File: config.mk
export PLATFORM = sky130hd
export DESIGN_NAME = flash_cmd_ctl
export DESIGN_NICKNAME = d
export VERILOG_FILES = /design/src/rtl/flash_ctl_pkg.sv /design/src/rtl/flash_bus_if.sv /design/src/rtl/flash_cycle_engine.sv /design/src/rtl/flash_cmd_ctl.sv
export SDC_FILE = /design/constraint.sdc
export NUM_CORES = 1
export LEC_CHECK = 0
export BUFFER_PORTS_ARGS = -buffer_cell sky130_fd_sc_hd__buf_4
export CAP_MARGIN = 15
export CORE_UTILIZATION = 60
export CTS_BUF_LIST = sky130_fd_sc_hd__clkbuf_4
export CTS_CLUSTER_SIZE = 14
export DETAILED_ROUTE_END_ITERATION = 8
export PLACE_DENSITY = 0.81
export SYNTH_ARGS = -nofsm -noshare
export SYNTH_HDL_FRONTEND = slang
export SYNTH_SLANG_ARGS = --single-unit
File: constraint.sdc
create_clock -name hclk -period 3.2 [get_ports hclk]
set_clock_uncertainty 0.15 [all_clocks]
set_input_delay 0.48 -clock hclk [delete_from_list [all_inputs] [get_ports hclk]]
set_output_delay 0.48 -clock hclk [all_outputs]
set_load 0.005 [all_outputs]
File: src/rtl/flash_ctl_pkg.sv
// Purpose: Shared constants and types of the parallel flash command controller.
// Assumes: A 250 MHz hclk and a 16-bit asynchronous NOR flash with 21 word address bits.
// Notes: Register offsets are byte addresses on the AHB-Lite slave.
package flash_ctl_pkg;
  // Clock period and flash bus timing.
  localparam int CLK_NS = 4;
  localparam int T_SETUP_NS = 10;
  localparam int T_WP_NS = 35;
  localparam int T_HOLD_NS = 10;
  localparam int T_ACC_NS = 70;
  localparam int SYNC_STAGES = 2;
  localparam logic [7:0] T_SETUP_CYC = 8'((T_SETUP_NS + CLK_NS - 1) / CLK_NS);
  localparam logic [7:0] T_WP_CYC = 8'((T_WP_NS + CLK_NS - 1) / CLK_NS);
  localparam logic [7:0] T_HOLD_CYC = 8'((T_HOLD_NS + CLK_NS - 1) / CLK_NS);
  localparam logic [7:0] T_ACC_CYC = 8'((T_ACC_NS + CLK_NS - 1) / CLK_NS + SYNC_STAGES);
  // Power-on programming lockout after the flash reset is released.
  localparam int POR_TIMEOUT_MS = 10;
  localparam int POR_CYCLES_DFLT = POR_TIMEOUT_MS * 1000000 / CLK_NS;
  localparam int POR_W = 24;

  // Register offsets.
  localparam logic [7:0] REG_ADDR = 8'h00;
  localparam logic [7:0] REG_WDATA = 8'h04;
  localparam logic [7:0] REG_CMD = 8'h08;
  localparam logic [7:0] REG_RDATA = 8'h0C;
  localparam logic [7:0] REG_STATUS = 8'h10;
  localparam logic [7:0] REG_PINS = 8'h14;
  // Status fields.
  localparam int ST_BUSY = 0;
  localparam int ST_DONE = 1;
  localparam int ST_REFUSED = 2;
  localparam int ST_OTP_LOCKED = 3;
  localparam int ST_LOCK_LO = 4;
  // Pin control fields and reset value.
  localparam int PIN_WP = 0;
  localparam int PIN_VPP = 1;
  localparam int PIN_RST = 2;
  localparam logic [2:0] PINS_RST_VAL = 3'h0;

  // Flash command codes and fixed operands.
  localparam logic [15:0] FC_READ_ARRAY = 16'h00FF;
  localparam logic [15:0] FC_CLEAR_STATUS = 16'h0050;
  localparam logic [15:0] FC_ERASE_SETUP = 16'h0020;
  localparam logic [15:0] FC_CONFIRM = 16'h00D0;
  localparam logic [15:0] FC_PROGRAM = 16'h0040;
  localparam logic [15:0] FC_SUSPEND = 16'h00B0;
  localparam logic [15:0] FC_ID_ENTRY = 16'h0090;
  localparam logic [15:0] FC_LOCK_SETUP = 16'h0060;
  localparam logic [15:0] FC_SOFTLOCK = 16'h0001;
  localparam logic [15:0] FC_HARDLOCK = 16'h002F;
  localparam logic [15:0] FC_READ_STATUS = 16'h0070;
  localparam logic [15:0] FC_PROT_SETUP = 16'h00C0;
  localparam logic [15:0] FC_PROT_LOCK_DATA = 16'hFFFD;
  localparam logic [15:0] FC_CFI = 16'h0098;
  localparam logic [20:0] PROT_LOCK_ADDR = 21'h000080;
  localparam logic [20:0] LOCK_STATUS_OFS = 21'h000002;
  localparam int OTP_LOCK_BIT = 1;

  // Operations that software starts through the command register.
  typedef enum logic [3:0] {
    OP_READ, OP_CLEAR, OP_ERASE, OP_PROGRAM, OP_SUSPEND, OP_RESUME, OP_ID_ENTRY,
    OP_SOFTLOCK, OP_HARDLOCK, OP_UNLOCK, OP_READ_STATUS, OP_PROT_PROGRAM,
    OP_PROT_LOCK, OP_PROT_QUERY, OP_CFI, OP_LOCK_QUERY
  } op_t;

  typedef enum logic [1:0] {K_END, K_WRITE, K_READ} kind_t;
  typedef enum logic [1:0] {A_USER, A_PROT, A_LOCK} asel_t;
  typedef struct packed {
    kind_t kind;
    asel_t asel;
    logic [15:0] data;
  } step_t;
endpackage : flash_ctl_pkg

File: src/rtl/flash_bus_if.sv
// Purpose: Carries one flash bus cycle request from the sequencer to the cycle engine.
// Assumes: One request at a time; req is a one-cycle pulse taken only when idle.
// Notes: ack is a one-cycle pulse; rdata is valid with it.
`timescale 1ns/10ps
interface flash_bus_if;
  logic req;
  logic wr;
  logic [20:0] addr;
  logic [15:0] wdata;
  logic ack;
  logic [15:0] rdata;
  modport sequencer (output req, output wr, output addr, output wdata, input ack, input rdata);
  modport engine (input req, input wr, input addr, input wdata, output ack, output rdata);
endinterface : flash_bus_if

File: src/rtl/flash_cycle_engine.sv
// Purpose: Runs single write or read bus cycles on the flash pins.
// Assumes: Flash data pins are asynchronous to hclk.
// Notes: Output enable stays high for the whole write cycle.
`timescale 1ns/10ps
module flash_cycle_engine (
  // Clock and reset
  input wire logic hclk,
  input wire logic hresetn,
  // Request side
  flash_bus_if.engine bus,
  // Flash pins
  output logic [20:0] flash_addr,
  input wire logic [15:0] flash_dq_i,
  output logic [15:0] flash_dq_o,
  output logic flash_dq_oe,
  output logic flash_ce_n,
  output logic flash_oe_n,
  output logic flash_we_n
);
  typedef enum logic [2:0] {E_IDLE, E_SETUP, E_STROBE, E_HOLD, E_READ} eng_state_t;
  eng_state_t state_ff;
  logic [7:0] cnt_ff;
  logic [15:0] dq_meta_ff;
  logic [15:0] dq_sync_ff;
  logic [15:0] rdata_ff;
  logic ack_ff;
  logic last;

  assign last = (cnt_ff == 8'h01);
  assign bus.ack = ack_ff;
  assign bus.rdata = rdata_ff;

  // Two-stage synchroniser on the data pins.
  always_ff @(posedge hclk or negedge hresetn)
  begin
    if (!hresetn)
    begin
      dq_meta_ff <= 16'h0000;
      dq_sync_ff <= 16'h0000;
    end
    else
    begin
      dq_meta_ff <= flash_dq_i;
      dq_sync_ff <= dq_meta_ff;
    end
  end

  always_ff @(posedge hclk or negedge hresetn)
  begin
    if (!hresetn)
    begin
      state_ff <= E_IDLE;
      cnt_ff <= 8'h00;
      ack_ff <= 1'b0;
      rdata_ff <= 16'h0000;
      flash_addr <= 21'h000000;
      flash_dq_o <= 16'h0000;
      flash_dq_oe <= 1'b0;
      flash_ce_n <= 1'b1;
      flash_oe_n <= 1'b1;
      flash_we_n <= 1'b1;
    end
    else
    begin
      ack_ff <= 1'b0;
      if (state_ff != E_IDLE)
        cnt_ff <= cnt_ff - 8'h01;
      unique case (state_ff)
        E_IDLE:
          if (bus.req)
          begin
            flash_addr <= bus.addr;
            flash_dq_o <= bus.wdata;
            flash_dq_oe <= bus.wr;
            flash_ce_n <= 1'b0;
            flash_oe_n <= bus.wr; // [RULE20]
            cnt_ff <= bus.wr ? flash_ctl_pkg::T_SETUP_CYC : flash_ctl_pkg::T_ACC_CYC;
            state_ff <= bus.wr ? E_SETUP : E_READ;
          end
        E_SETUP:
          if (last)
          begin
            flash_we_n <= 1'b0; // [RULE20]
            cnt_ff <= flash_ctl_pkg::T_WP_CYC;
            state_ff <= E_STROBE;
          end
        E_STROBE:
          if (last)
          begin
            flash_we_n <= 1'b1;
            cnt_ff <= flash_ctl_pkg::T_HOLD_CYC;
            state_ff <= E_HOLD;
          end
        E_HOLD:
          if (last)
          begin
            flash_ce_n <= 1'b1;
            flash_dq_oe <= 1'b0;
            ack_ff <= 1'b1;
            state_ff <= E_IDLE;
          end
        E_READ:
          if (last)
          begin
            rdata_ff <= dq_sync_ff;
            flash_ce_n <= 1'b1;
            flash_oe_n <= 1'b1;
            ack_ff <= 1'b1;
            state_ff <= E_IDLE;
          end
        default:
          state_ff <= E_IDLE;
      endcase
    end
  end
endmodule : flash_cycle_engine

File: src/rtl/flash_cmd_ctl.sv
// Purpose: AHB-Lite controlled command sequencer for an asynchronous NOR flash.
// Assumes: Single-word AHB-Lite transfers; the slave never inserts wait states.
// Notes: Software loads address and data, then writes an operation code to start it.
//
// Design decisions made here: the AHB-Lite register port and the register addresses.
`timescale 1ns/10ps
// Contract
// RULE1 - Flash error status bits stay set until a clear-status command.
// RULE2 - Flash hardware reset clears the whole flash status register.
// RULE3 - Issue read-array before array reads; clear status before program or erase.
// RULE4 - After reset every sector is volatile locked; locked sectors refuse writes.
// RULE5 - Two-cycle unlock or volatile-lock command; sector address in second cycle.
// RULE6 - Sticky-lock command; with write guard low sticky sectors stay read-only.
// RULE7 - With write guard high the sticky lock is ignored.
// RULE8 - Only reset or power cycle clears a sticky lock.
// RULE9 - Low program voltage refuses every erase and program.
// RULE10 - Identification read at sector offset 2 returns lock state on bits 1:0.
// RULE11 - Erase suspend halts erase within 15 us; new erases refused meanwhile.
// RULE12 - Only listed commands are accepted while erase is suspended.
// RULE13 - Program suspend halts programming within 20 us; other words readable.
// RULE14 - Suspends share one code, resumes share another.
// RULE15 - 128-bit protection register; user half programmable until locked.
// RULE16 - Lock user half with a two-cycle command, bit 1 zero in second cycle.
// RULE17 - User-half lock query: bit 1 zero means locked.
// RULE18 - Protection register read after identification entry; read-array to leave.
// RULE19 - Writing 98h enters query mode; read-array leaves it.
// RULE20 - No program cycle with output enable low, select high or write strobe high.
// RULE21 - Programming blocked for a power-on timeout of 10 ms.
// RULE22 - Any word address inside a sector names that sector.
// RULE23 - Writes to locked sectors set the lock-violation bit and abort.
module flash_cmd_ctl #(
  parameter int unsigned POR_CYCLES = flash_ctl_pkg::POR_CYCLES_DFLT
) (
  // Clock and reset
  input wire logic hclk,
  input wire logic hresetn,
  // AHB-Lite slave
  input wire logic hsel,
  input wire logic [31:0] haddr,
  input wire logic [1:0] htrans,
  input wire logic hwrite,
  input wire logic [2:0] hsize,
  input wire logic [31:0] hwdata,
  input wire logic hready,
  output logic hreadyout,
  output logic hresp,
  output logic [31:0] hrdata,
  // Flash pins
  output logic [20:0] flash_addr,
  input wire logic [15:0] flash_dq_i,
  output logic [15:0] flash_dq_o,
  output logic flash_dq_oe,
  output logic flash_ce_n,
  output logic flash_oe_n,
  output logic flash_we_n,
  output logic flash_reset_n,
  output logic flash_wp_n,
  output logic flash_vpp_en
);
  typedef enum logic [1:0] {M_IDLE, M_STEP, M_WAIT} seq_state_t;

  flash_bus_if fbus ();

  seq_state_t state_ff;
  flash_ctl_pkg::op_t op_ff;
  logic [1:0] idx_ff;
  logic [20:0] addr_ff;
  logic [15:0] wdata_ff;
  logic [15:0] rdata_ff;
  logic [2:0] pins_ff;
  logic done_ff;
  logic refused_ff;
  logic otp_locked_ff;
  logic [1:0] lock_state_ff;
  logic [flash_ctl_pkg::POR_W-1:0] por_cnt_ff;
  logic req_ff;
  logic wr_ff;
  logic [20:0] req_addr_ff;
  logic [15:0] req_data_ff;
  logic [7:0] dp_addr_ff;
  logic dp_write_ff;
  logic [31:0] hrdata_ff;

  // Sequence of flash bus cycles for each operation.
  function automatic flash_ctl_pkg::step_t step_f(input flash_ctl_pkg::op_t op,
                                                 input logic [1:0] idx);
    flash_ctl_pkg::step_t s;
    s = '{flash_ctl_pkg::K_END, flash_ctl_pkg::A_USER, 16'h0000};
    unique case (op)
      flash_ctl_pkg::OP_READ: // [RULE3]
        if (idx == 2'd0) s = '{flash_ctl_pkg::K_WRITE, flash_ctl_pkg::A_USER,
                               flash_ctl_pkg::FC_READ_ARRAY};
        else if (idx == 2'd1) s.kind = flash_ctl_pkg::K_READ;
      flash_ctl_pkg::OP_CLEAR:
        if (idx == 2'd0) s = '{flash_ctl_pkg::K_WRITE, flash_ctl_pkg::A_USER,
                               flash_ctl_pkg::FC_CLEAR_STATUS};
      flash_ctl_pkg::OP_ERASE, flash_ctl_pkg::OP_PROGRAM: // [RULE3]
        if (idx == 2'd0) s = '{flash_ctl_pkg::K_WRITE, flash_ctl_pkg::A_USER,
                               flash_ctl_pkg::FC_CLEAR_STATUS};
        else if (idx == 2'd1) s = '{flash_ctl_pkg::K_WRITE, flash_ctl_pkg::A_USER,
                                    (op == flash_ctl_pkg::OP_ERASE) ?
                                    flash_ctl_pkg::FC_ERASE_SETUP : flash_ctl_pkg::FC_PROGRAM};
        else if (idx == 2'd2) s = '{flash_ctl_pkg::K_WRITE, flash_ctl_pkg::A_USER,
                                    (op == flash_ctl_pkg::OP_ERASE) ?
                                    flash_ctl_pkg::FC_CONFIRM : wdata_ff}; // [RULE22]
      flash_ctl_pkg::OP_SUSPEND, flash_ctl_pkg::OP_RESUME: // [RULE11] [RULE13] [RULE14]
        if (idx == 2'd0) s = '{flash_ctl_pkg::K_WRITE, flash_ctl_pkg::A_USER,
                               (op == flash_ctl_pkg::OP_SUSPEND) ?
                               flash_ctl_pkg::FC_SUSPEND : flash_ctl_pkg::FC_CONFIRM};
      flash_ctl_pkg::OP_ID_ENTRY, flash_ctl_pkg::OP_CFI: // [RULE19]
        if (idx == 2'd0) s = '{flash_ctl_pkg::K_WRITE, flash_ctl_pkg::A_USER,
                               (op == flash_ctl_pkg::OP_CFI) ?
                               flash_ctl_pkg::FC_CFI : flash_ctl_pkg::FC_ID_ENTRY};
      flash_ctl_pkg::OP_SOFTLOCK, flash_ctl_pkg::OP_HARDLOCK, flash_ctl_pkg::OP_UNLOCK:
        if (idx == 2'd0) s = '{flash_ctl_pkg::K_WRITE, flash_ctl_pkg::A_USER,
                               flash_ctl_pkg::FC_LOCK_SETUP};
        else if (idx == 2'd1) s = '{flash_ctl_pkg::K_WRITE, flash_ctl_pkg::A_USER,
                                    (op == flash_ctl_pkg::OP_SOFTLOCK) ? flash_ctl_pkg::FC_SOFTLOCK :
                                    (op == flash_ctl_pkg::OP_HARDLOCK) ? flash_ctl_pkg::FC_HARDLOCK :
                                    flash_ctl_pkg::FC_CONFIRM}; // [RULE5] [RULE6]
      flash_ctl_pkg::OP_READ_STATUS:
        if (idx == 2'd0) s = '{flash_ctl_pkg::K_WRITE, flash_ctl_pkg::A_USER,
                               flash_ctl_pkg::FC_READ_STATUS};
        else if (idx == 2'd1) s.kind = flash_ctl_pkg::K_READ;
      flash_ctl_pkg::OP_PROT_PROGRAM, flash_ctl_pkg::OP_PROT_LOCK: // [RULE15]
        if (idx == 2'd0) s = '{flash_ctl_pkg::K_WRITE, flash_ctl_pkg::A_USER,
                               flash_ctl_pkg::FC_PROT_SETUP};
        else if (idx == 2'd1 && op == flash_ctl_pkg::OP_PROT_LOCK)
          s = '{flash_ctl_pkg::K_WRITE, flash_ctl_pkg::A_PROT,
                flash_ctl_pkg::FC_PROT_LOCK_DATA}; // [RULE16]
        else if (idx == 2'd1) s = '{flash_ctl_pkg::K_WRITE, flash_ctl_pkg::A_USER, wdata_ff};
      flash_ctl_pkg::OP_PROT_QUERY, flash_ctl_pkg::OP_LOCK_QUERY: // [RULE18]
        if (idx == 2'd0) s = '{flash_ctl_pkg::K_WRITE, flash_ctl_pkg::A_USER,
                               flash_ctl_pkg::FC_ID_ENTRY};
        else if (idx == 2'd1) s = '{flash_ctl_pkg::K_READ,
                                    (op == flash_ctl_pkg::OP_PROT_QUERY) ?
                                    flash_ctl_pkg::A_PROT : flash_ctl_pkg::A_LOCK, 16'h0000};
    endcase
    return s;
  endfunction : step_f

  flash_ctl_pkg::step_t cur_step;
  logic [20:0] step_addr;
  logic ap_valid;
  logic wr_cmd;
  logic wr_status;
  logic por_busy;
  logic start_ok;
  logic read_back;
  logic [31:0] rd_mux;

  assign cur_step = step_f(op_ff, idx_ff);
  assign step_addr = (cur_step.asel == flash_ctl_pkg::A_PROT) ? flash_ctl_pkg::PROT_LOCK_ADDR :
                     (cur_step.asel == flash_ctl_pkg::A_LOCK) ?
                     (addr_ff | flash_ctl_pkg::LOCK_STATUS_OFS) : addr_ff; // [RULE10] [RULE22]
  assign ap_valid = hsel && htrans[1] && hready;
  assign wr_cmd = dp_write_ff && (dp_addr_ff == flash_ctl_pkg::REG_CMD);
  assign wr_status = dp_write_ff && (dp_addr_ff == flash_ctl_pkg::REG_STATUS);
  assign por_busy = (por_cnt_ff != '0); // [RULE21]
  assign start_ok = wr_cmd && (state_ff == M_IDLE) && !por_busy && !pins_ff[flash_ctl_pkg::PIN_RST];
  assign read_back = (state_ff == M_WAIT) && fbus.ack && !wr_ff;
  assign rd_mux = (haddr[7:0] == flash_ctl_pkg::REG_ADDR) ? {11'h000, addr_ff} :
                  (haddr[7:0] == flash_ctl_pkg::REG_WDATA) ? {16'h0000, wdata_ff} :
                  (haddr[7:0] == flash_ctl_pkg::REG_CMD) ? {28'h0000000, op_ff} :
                  (haddr[7:0] == flash_ctl_pkg::REG_RDATA) ? {16'h0000, rdata_ff} :
                  (haddr[7:0] == flash_ctl_pkg::REG_STATUS) ?
                  {26'h0000000, lock_state_ff, otp_locked_ff, refused_ff, done_ff,
                   (state_ff != M_IDLE) || por_busy} :
                  (haddr[7:0] == flash_ctl_pkg::REG_PINS) ? {29'h00000000, pins_ff} : 32'h00000000;

  assign hreadyout = 1'b1;
  assign hresp = 1'b0;
  assign hrdata = hrdata_ff;
  assign fbus.req = req_ff;
  assign fbus.wr = wr_ff;
  assign fbus.addr = req_addr_ff;
  assign fbus.wdata = req_data_ff;
  assign flash_reset_n = !pins_ff[flash_ctl_pkg::PIN_RST]; // [RULE2] [RULE4] [RULE8]
  assign flash_wp_n = pins_ff[flash_ctl_pkg::PIN_WP]; // [RULE6] [RULE7]
  assign flash_vpp_en = pins_ff[flash_ctl_pkg::PIN_VPP]; // [RULE9]

  flash_cycle_engine flash_cycle_engine_inst (
    .hclk(hclk),
    .hresetn(hresetn),
    .bus(fbus.engine),
    .flash_addr(flash_addr),
    .flash_dq_i(flash_dq_i),
    .flash_dq_o(flash_dq_o),
    .flash_dq_oe(flash_dq_oe),
    .flash_ce_n(flash_ce_n),
    .flash_oe_n(flash_oe_n),
    .flash_we_n(flash_we_n)
  );

  // AHB-Lite address and data phases.
  always_ff @(posedge hclk or negedge hresetn)
  begin
    if (!hresetn)
    begin
      dp_addr_ff <= 8'h00;
      dp_write_ff <= 1'b0;
      hrdata_ff <= 32'h00000000;
    end
    else
    begin
      if (hready)
        dp_write_ff <= ap_valid && hwrite;
      if (ap_valid)
        dp_addr_ff <= haddr[7:0];
      if (ap_valid && !hwrite)
        hrdata_ff <= rd_mux;
    end
  end

  // Software registers and sticky flags; a set wins over a clear.
  always_ff @(posedge hclk or negedge hresetn)
  begin
    if (!hresetn)
    begin
      addr_ff <= 21'h000000;
      wdata_ff <= 16'h0000;
      pins_ff <= flash_ctl_pkg::PINS_RST_VAL;
      done_ff <= 1'b0;
      refused_ff <= 1'b0;
      por_cnt_ff <= flash_ctl_pkg::POR_W'(POR_CYCLES);
    end
    else
    begin
      if (dp_write_ff && dp_addr_ff == flash_ctl_pkg::REG_ADDR)
        addr_ff <= hwdata[20:0];
      if (dp_write_ff && dp_addr_ff == flash_ctl_pkg::REG_WDATA)
        wdata_ff <= hwdata[15:0];
      if (dp_write_ff && dp_addr_ff == flash_ctl_pkg::REG_PINS)
        pins_ff <= hwdata[2:0];
      done_ff <= (state_ff == M_STEP && cur_step.kind == flash_ctl_pkg::K_END) ||
                 (done_ff && !(wr_status && hwdata[flash_ctl_pkg::ST_DONE]));
      refused_ff <= (wr_cmd && !start_ok) ||
                    (refused_ff && !(wr_status && hwdata[flash_ctl_pkg::ST_REFUSED]));
      if (pins_ff[flash_ctl_pkg::PIN_RST])
        por_cnt_ff <= flash_ctl_pkg::POR_W'(POR_CYCLES); // [RULE21]
      else if (por_busy)
        por_cnt_ff <= por_cnt_ff - 1'b1;
    end
  end

  // Command sequencer.
  always_ff @(posedge hclk or negedge hresetn)
  begin
    if (!hresetn)
    begin
      state_ff <= M_IDLE;
      op_ff <= flash_ctl_pkg::OP_READ;
      idx_ff <= 2'd0;
      req_ff <= 1'b0;
      wr_ff <= 1'b0;
      req_addr_ff <= 21'h000000;
      req_data_ff <= 16'h0000;
      rdata_ff <= 16'h0000;
      otp_locked_ff <= 1'b0;
      lock_state_ff <= 2'b00;
    end
    else
    begin
      req_ff <= 1'b0;
      unique case (state_ff)
        M_IDLE:
          if (start_ok)
          begin
            op_ff <= flash_ctl_pkg::op_t'(hwdata[3:0]);
            idx_ff <= 2'd0;
            state_ff <= M_STEP;
          end
        M_STEP:
          if (cur_step.kind == flash_ctl_pkg::K_END)
            state_ff <= M_IDLE;
          else
          begin
            req_ff <= 1'b1;
            wr_ff <= (cur_step.kind == flash_ctl_pkg::K_WRITE);
            req_addr_ff <= step_addr;
            req_data_ff <= cur_step.data;
            state_ff <= M_WAIT;
          end
        M_WAIT:
          if (fbus.ack)
          begin
            idx_ff <= idx_ff + 2'd1;
            state_ff <= M_STEP;
          end
      endcase
      if (read_back)
      begin
        rdata_ff <= fbus.rdata;
        if (op_ff == flash_ctl_pkg::OP_PROT_QUERY)
          otp_locked_ff <= !fbus.rdata[flash_ctl_pkg::OTP_LOCK_BIT]; // [RULE17]
        if (op_ff == flash_ctl_pkg::OP_LOCK_QUERY)
          lock_state_ff <= fbus.rdata[1:0]; // [RULE10]
      end
    end
  end
endmodule : flash_cmd_ctl

# Yosys cells after proc, flatten, opt, wreduce, memory -nomap -nowiden
# Cells that the tools add are included.
[word_totals]
ff_bits = 274
input_bits = 90
output_inout_bits = 78
word_cells = 213
[op_classes]
n_addsub = 3
n_eq_ne = 44
muxes = 66
bitwise = 1
n_reduce_logical = 68
[op_table]
columns = ["operator", "count"]
rows = [
  ["19-bit 2-to-1 mux", 11],
  ["20-bit one-hot mux with 9 select lines", 1],
  ["16-bit 2-to-1 mux", 4],
  ["8-bit 2-to-1 mux", 7],
  ["24-bit 2-to-1 mux", 2],
  ["21-bit 2-to-1 mux", 2],
  ["20-bit 2-to-1 mux", 2],
  ["4-bit equality test (second input constant)", 8],
  ["8-bit by 5-bit equality test with 1-bit output (second input constant)", 4],
  ["8-bit by 4-bit equality test with 1-bit output (second input constant)", 3],
  ["8-bit one-hot mux with 3 select lines", 1],
  ["24-bit nonzero test", 1],
  ["24-bit by 1-bit subtractor with 24-bit output (second input constant)", 1],
  ["1-bit logical AND", 21],
  ["7-bit 2-to-1 mux", 3],
  ["2-bit 2-to-1 mux", 9],
  ["3-bit 2-to-1 mux", 6],
  ["4-bit by 3-bit equality test with 1-bit output (second input constant)", 4],
  ["8-bit by 3-bit equality test with 1-bit output (second input constant)", 2],
  ["8-bit zero test", 2],
  ["3-bit AND reduction", 5],
  ["2-bit AND reduction", 7],
  ["2-bit nonzero test", 7],
  ["2-bit by 1-bit inequality test with 1-bit output (second input constant)", 6],
  ["other kinds (29)", 63],
]

# Longest topological paths before layout
# Gate-level depths: netlist of run 1.
[depth]
depth_word = 9
depth_mapped = 9
mapped_depth_nobuf = 7

# Modules after synthesis
# A second synthesis of run 1 with hierarchy kept.
[unflattened]
hier_cells = 996
hier_area_um2 = 11887.7
[by_module_without_submodules]
columns = ["module", "n_inst", "cells_each", "area_per_inst_um2", "seq_area_each_um2"]
rows = [
  ["flash_cmd_ctl", 1, 739, 8050.2, 4063.9],
  ["flash_cycle_engine", 1, 257, 3837.4, 2531.2],
]

# Worst setup path before layout of run 1
# Ideal clock, no wire load.
[synth_path]
path_kind = "register to register"
from = "reg idx_ff[1]"
to = "reg req_addr_ff[1] (netlist: fbus.addr[1])"
setup_time_ns = 0.125
arrival_time_ns = 2.117
t_required_ns = 2.925
slack_ns = 0.808
path_stages_with_launch = 9
path_buffers = 2
cell_sequence = "dfrtp_1 inv_1 ha_1 clkbuf_1 inv_1 a221o_1 a31oi_1 buf_2 mux2_2"
[synth_between]
elab_chain_len = 8
word_cells_on_any_way = 27
cone_classes = "4 x eq/ne; 18 x mux; 1 x bitwise; 4 x reduce/logical"
[synth_rtl]
columns = ["item", "line_no", "text"]
rows = [
  ["from (decl)", "flash_cmd_ctl.sv:66", "logic [1:0] idx_ff;"],
  ["from (signal assigned)", "flash_cmd_ctl.sv:287", "idx_ff <= idx_ff + 2'd1;"],
  ["2-bit by 1-bit equality test with 1-bit output / 2-bit equality test (equally long branches)", "n/a", ""],
  ["1-bit logical AND, or another cell as far along", "flash_cmd_ctl.sv:128", "else if (idx == 2'd1 && op == flash_ctl_pkg::OP_PROT_LOCK)"],
  ["19-bit 2-to-1 mux (on tied branches)", "flash_cmd_ctl.sv:128, flash_cmd_ctl.sv:100", ""],
  ["19-bit 2-to-1 mux (on tied branches)", "flash_cmd_ctl.sv:126, flash_cmd_ctl.sv:98", ""],
  ["20-bit one-hot mux with 9 select lines (*)", "flash_cmd_ctl.sv:89", "unique case (op)"],
  ["2-bit equality test / 2-bit zero test (equally long branches)", "flash_cmd_ctl.sv:154, flash_cmd_ctl.sv:274", ""],
  ["2-bit 2-to-1 mux / 1-bit inverter (equally long branches)", "n/a", ""],
  ["21-bit 2-to-1 mux / 2-bit AND reduction (equally long branches)", "n/a", ""],
  ["to (signal assigned)", "flash_cmd_ctl.sv:280", "req_addr_ff <= step_addr;"],
  ["to (decl)", "flash_cmd_ctl.sv:78", "logic [20:0] req_addr_ff;"],
]
# Mark *: on every way between the ends. The rest lies on a longest branch, timed or not.
# A chain may end at the register's enable or synchronous reset.

# Worst setup path after layout of run 1
[layout_path]
from = "reg idx_ff[0]"
to = "reg req_addr_ff[18] (netlist: fbus.addr[18])"
[layout_between]
elab_chain_len = 8
word_cells_on_any_way = 25
cone_classes = "3 x eq/ne; 17 x mux; 1 x bitwise; 4 x reduce/logical"
[layout_rtl]
columns = ["item", "line_no", "text"]
rows = [
  ["2-bit by 1-bit equality test with 1-bit output / 2-bit equality test (equally long branches)", "n/a", ""],
  ["19-bit 2-to-1 mux, or another cell as far along", "flash_cmd_ctl.sv:131", "else if (idx == 2'd1) s = '{flash_ctl_pkg::K_WRITE, flash_ctl_pkg::A_USER, wdata_ff};"],
  ["19-bit 2-to-1 mux (on tied branches)", "flash_cmd_ctl.sv:128, flash_cmd_ctl.sv:100", ""],
  ["19-bit 2-to-1 mux (on tied branches)", "flash_cmd_ctl.sv:126, flash_cmd_ctl.sv:98", ""],
  ["20-bit one-hot mux with 9 select lines (*)", "flash_cmd_ctl.sv:89", ""],
  ["2-bit zero test", "flash_cmd_ctl.sv:274", "if (cur_step.kind == flash_ctl_pkg::K_END)"],
  ["1-bit inverter (no line)", "n/a", ""],
  ["2-bit AND reduction (no line)", "n/a", ""],
]
# Marks and branches as above.

==> flow_summary.json, run 1 <==
{
  "synth.area.mux_share_pct": 14.7,
  "pin_count": 168,
  "clockBufferDepth": 3,
  "ctsResizeCount": 0,
  "nets": 1310,
  "drt_iter0_drc": 598,
  "critical_path.cell_chain": "inv_1 > ha_1 > o221ai_1 > o311a_2 > and3_1 > a221o_1",
  "rows": 51,
  "ys_seq_area_share_pct": 55.1,
  "place_congestion": 0.880,
  "synth_top_area_cell": "dfrtp_1",
  "clock_sink_count": 263,
  "peakVddDrop_v": 0.000470,
  "setup_viol": 0,
  "drt_first_pass_iters": 5,
  "synth_most_common_cell": "dfrtp_1",
  "synth-compound-area-share_pct": 12.3,
  "synthSimpleGateAreaFrac_pct": 11.7,
  "drive_above_1_share_pct": 33.8,
  "yosys.area_share.adder_pct": 0.836,
  "totalWireLength_mm": 28.2,
  "worst-path-buf-inv": 1,
  "worst_pin_slew_ns": 0.963,
  "area_delta_synth_final_pct": 20.7,
  "port_buffers": 115,
  "yosysWarnings": 0,
  "multi_input_area_um2": 4950,
  "path_max_fanout": 21,
  "r2r_slack_ns": 0.40,
  "drc_errors": 0,
  "hold_class": "in -> async",
  "fmax_mhz": 357,
  "seq_power_share_pct": 51.5,
  "pwr-share-comb_pct": 7.2,
  "post-cts-setup-buffer-count": 0,
  "synth_seq_cells": 263,
  "critPathLaunchType": "register",
  "r2r_cells": 6,
  "critPathTopFamily": "compound AO/OA/AOI/OAI gates",
  "grt_pass1_wl_mm": 45.4,
  "timing.final.max_slew_violations": 0,
  "die_w_um": 143,
  "grt_pass1_vias": 8721,
  "vias": 8905,
  "grt_max_degree": 96,
  "rsz0062_at_grt": "no",
  "path_class": "reg -> reg",
  "synthCells": 1017,
  "powerDensity_nw_per_um2": 491,
  "stdcell_area_um2": 14400,
  "period_share_pct": 87.5,
  "tns_ns": 0,
  "dpl_cell_area_um2": 13100,
  "grt_usage_pct": 28.9,
  "viasPerCell": 5.82,
  "status": "finished clean",
  "dp_hpwl_mm": 18.2,
  "switchingPower_uw": 1820,
  "synth_commonest_cells": "252 x dfrtp_1, 143 x mux2_2, 90 x nand2_1, 52 x o21ai_0, 48 x nor2_1",
  "initial_utilization_pct": 61.3,
  "drv_cap": 0,
  "leakagePower_uw": 0.00673,
  "clockPowerShare_pct": 41.3,
  "r2r_start": "idx_ff[0]",
  "synth_top_family_by_area": "multiplexers",
  "slew_headroom_pct": 35.8,
  "period_minus_slack_ns": 2.80,
  "seqCellArea_um2": 6600,
  "numCtsBuffers": 68,
  "synth_area_per_cell_um2": 11.8,
  "critPathRequiredTime_ns": 3.67,
  "cts_tree": "yes",
  "antenna_found_initial": 2,
  "die-area_um2": 20500,
  "synth_area_leaders": "dfrtp_1 53%, mux2_2 13%, nand2_1 2.8%",
  "synth-async-reset-ratio_pct": 100,
  "finalHoldViolations": 0,
  "synth_ff_type": "dfrtp_1",
  "clk_pin_slew_ns": 0.07,
  "cts-root-buf": "clkbuf_4",
  "coreArea_um2": 19500,
  "crit_arrival_ns": 3.27,
  "yosys.area_share.xor_xnor_pct": 1.39,
  "synth-edff-count": 0,
  "route.detailed.wl_per_inst_um": 18.4,
  "ys_types": 75,
  "max_stage_delay_ns": 0.72,
  "clkLatencyLatePin_ns": 0.71,
  "cp-end-kind": "register",
  "postRouteAntennaNets": 0,
  "synth_top_area_share_pct": 52.7,
  "die_h_um": 143,
  "cpMaxStageDelayCell": "and3_1",
  "fillers": 1295,
  "grt_overflow": 0,
  "h-tree-depth": 3,
  "syn_area_um2": 12000,
  "p_int_uw": 5270,
  "switching_share_pct": 25.6,
  "r2r-end": "fbus.addr[18]"
}
## kinds of logic (layout without fill, tap and decap cells)
kind of cell               after synthesis  after routing
AOI/OAI and AO/OA                      206            206
xor gates and xnor gates                19             19
adders and majority gates                8              8
buffers and inverters                  101            336
DFF                                    263            263
muxes                                  156            156
other                                    2             15
and+or+nand+nor                        262            262
## per-stage QoR
stage	utilization (%)	power, µW	std cells	hold slack [ns]	setup WS, ns
4_1_cts	74.0	7120	1528	0.0374	0.440
6_report	74.0	7090	1530	0.0701	0.401
2_1_floorplan	-	3930	1028	0.0344	0.808
5_1_grt	74.0	7380	1530	0.0749	0.221
3_3_place_gp	67.1	4140	1361	0.182	0.482
3_5_place_dp	67.1	4170	1361	0.185	0.474
## worst register-to-register path, stage by stage (launching register included)
cell      delay, ns
dfrtp_1        0.44
inv_1          0.09
ha_1           0.39
o221ai_1       0.34
o311a_2        0.30
and3_1         0.72
a221o_1        0.29
## how the worst max path moves through the flow
stage	from	end	cells after the start
2_1_floorplan	idx_ff[1]	fbus.addr[1]	8
3_3_place_gp	op_ff[1]	fbus.addr[19]	5
3_5_place_dp	idx_ff[0]	fbus.addr[5]	6
4_1_cts	idx_ff[0]	fbus.addr[18]	6
5_1_grt	op_ff[1]	fbus.addr[9]	5
6_report	idx_ff[0]	fbus.addr[18]	6
## repair_timing
item / in CTS / in global routing
hold endpoints to repair: 318 / 0
hold buffers: 46 / 0
endpoints found under the setup margin: 0 / 0
## cell type report
cell class | count | share of cell area (%)
tap | 265 | 2.30
clock inverter | 28 | 1.22
multi-input combinational | 664 | 34.3
timing repair buffer | 189 | 11.0
sequential | 263 | 45.7
inverter | 26 | 0.676
clock buffer | 93 | 4.83
antenna | 2 | 0.0346
## cells in the final DEF, fill, tap and decap left out, drive strengths merged, types with 21 or more instances in the layout
cell	n
mux2	145
nor2	49
dlygate4sd3	46
clkbuf	93
inv	27
a221o	21
o21ai	52
buf	143
nand2	90
a21oi	28
clkinv	24
dfrtp	252
## power groups by stage
| stage | clock [µW] | combinational [µW] | sequential [µW] |
|---|---|---|---|
| finish | 2920 | 511 | 3650 |
| global route | 3140 | 566 | 3670 |
| CTS | 2970 | 511 | 3640 |
| detailed placement | 0 | 464 | 3710 |
| global placement | 0 | 448 | 3690 |
| floorplan | 0 | 291 | 3640 |
## registers in the layout (all words and copies together), names as in the netlist, 4 cells and up
name	cells
dp_addr_ff	8
por_cnt_ff	24
hrdata	21
op_ff	4
wdata_ff	16
flash_cycle_engine_inst.flash_addr	21
addr_ff	21
flash_cycle_engine_inst.dq_sync_ff	16
fbus.wdata	16
flash_cycle_engine_inst.dq_meta_ff	16
flash_cycle_engine_inst.bus.rdata	16
fbus.addr	21
flash_cycle_engine_inst.flash_dq_o	16
rdata_ff	16
flash_cycle_engine_inst.cnt_ff	8
## layer usage
layer | routed length, µm | vias up | track usage (%) | share of wire (%)
met2 | 13800 | 292 | 46.6 | 49
met5 | 0 | - | 0 | 0
met1 | 12200 | 4462 | 39.0 | 43
li1 | - | 4091 | - | -
met4 | 660 | 0 | 10.8 | 2.3
met3 | 1560 | 60 | 5.47 | 5.5
Power figures use the tool's default switching activity.
==> inputs of run 2 (changes only) <==
RECOVER_POWER = 25   (was not set)
==> flow_summary.json, run 2 (synthesis results as in run 1) <==
{
  "path_class": "reg -> reg",
  "hold_class": "in -> reg",
  "peakVddDrop_v": 0.000468,
  "rows": 51,
  "drc_errors": 0,
  "die-area_um2": 20500,
  "critPathLaunchType": "register",
  "clk_pin_slew_ns": 0.07,
  "timing.final.max_slew_violations": 33,
  "vias": 8913,
  "period_share_pct": 87.2,
  "hold_buffers": 46,
  "viasPerCell": 5.83,
  "die_w_um": 143,
  "clockBufferDepth": 3,
  "postRouteAntennaNets": 0,
  "ctsResizeCount": 0,
  "fin_util_pct": 73.9,
  "area_delta_synth_final_pct": 20.5,
  "setup_viol": 0,
  "drt_iter0_drc": 588,
  "clock_sink_count": 263,
  "leakagePower_uw": 0.00672,
  "fmax_mhz": 358,
  "coreArea_um2": 19500,
  "finalHoldViolations": 0,
  "die_h_um": 143,
  "grt_max_degree": 96,
  "crit_arrival_ns": 3.26,
  "critPathRequiredTime_ns": 3.67,
  "pin_count": 168,
  "grt_pass1_vias": 8721,
  "grt_usage_pct": 28.9,
  "final_cell_mix": "252 x dfrtp_1, 143 x mux2_2, 121 x buf_4",
  "cts_tree": "yes",
  "nets": 1310,
  "rsz0062_at_grt": "no",
  "dp_cells": 1361,
  "powerDensity_nw_per_um2": 491,
  "h-tree-depth": 3,
  "place_congestion": 0.880,
  "post-cts-setup-buffer-count": 0,
  "totalWireLength_mm": 28.3,
  "drt_first_pass_iters": 5,
  "violations": "capacitance limit, slew limit",
  "grt_overflow": 0,
  "critical_path.cell_chain": "nor3b_1 > o221ai_1 > o311a_2 > and3_1 > a221o_1",
  "port_buffers": 115,
  "dp_hpwl_mm": 18.2,
  "slew_headroom_pct": -22.2,
  "cp-end-kind": "register",
  "clkLatencyLatePin_ns": 0.71,
  "path_max_fanout": 26,
  "tns_ns": 0,
  "drive_above_1_share_pct": 33.7,
  "finalPower_uw": 7090,
  "initial_utilization_pct": 61.3,
  "grt_pass1_wl_mm": 45.4,
  "antenna_found_initial": 2,
  "status": "finished with violations",
  "cpMaxStageDelayCell": "dfrtp_1",
  "period_minus_slack_ns": 2.79,
  "max_stage_delay_ns": 0.82,
  "stdcell_count": 1530,
  "final_common_cell": "dfrtp_1",
  "worst_pin_slew_ns": 1.83,
  "regMostFlops": "por_cnt_ff",
  "route.detailed.wl_per_inst_um": 18.5,
  "numCtsBuffers": 68,
  "r2r_slack_ns": 0.41,
  "cts-root-buf": "clkbuf_4",
  "fin_hold_ws_ns": 0.0731,
  "largest_reg_flops": 24,
  "drv_cap": 1
}
-- run 2: changes by cell type in the layout (fill, tap and decap cells not counted) --
cell      before  now
clkbuf_1       0    2
clkbuf_4      93  109
buf_4        138  121
buf_12         4    3
buf_8          1    0
buf_6          0    1
-- run 2: path summary, 6_finish.rpt --
kind                                                         from                                     end  cells past startpoint
setup / recovery                                         op_ff[1]                           fbus.addr[18]                      5
hold / removal                                           haddr[4]                               hrdata[3]                      3
setup reg to reg                                         op_ff[1]                           fbus.addr[18]                      5
hold reg to reg            flash_cycle_engine_inst.dq_meta_ff[12]  flash_cycle_engine_inst.dq_sync_ff[12]                      0
max in group asynchronous                                 hresetn  flash_cycle_engine_inst.flash_dq_o[13]                      3
min in group asynchronous                                 hresetn                          por_cnt_ff[19]                      2
-- run 2: where the power goes --
group	total, µW	internal, µW	switching [µW]
Clock	2930	1530	1400
Combinational	507	258	248
Sequential	3650	3480	172
Total	7090	5270	1820
-- run 2: cell type report --
class                           instances  area, µm²
Fill cell                            1301       5100
Multi-Input combinational cell        664       4950
Sequential cell                       263       6600
Clock inverter                         28        176
Inverter                               26       97.6
Tap cell                              265        332
Clock buffer                           93        698
Timing Repair Buffer                  189       1570
Antenna cell                            2       5.00
-- run 2: metrics by stage --
step           setup slack, ns  cell area, µm²
6_report                 0.410           14400
5_1_grt                  0.155           14400
4_1_cts                  0.440           14400
3_5_place_dp             0.474           13100
3_3_place_gp             0.482           13100
2_1_floorplan            0.808           12000
-- run 2: critical path: cells and delay by family, from the launching register on --
family | cells | cell delay, ns
and+or+nand+nor | 2 | 0.87
AOI/OAI and AO/OA | 3 | 0.86
DFF | 1 | 0.82
-- run 2: layer usage --
layer	wire [µm]	up-vias	GRT usage [%]
met1	12000	4438	39.0
li1	-	4088	-
met4	650	0	10.8
met2	13900	329	46.6
met3	1740	58	5.47
met5	0	-	0
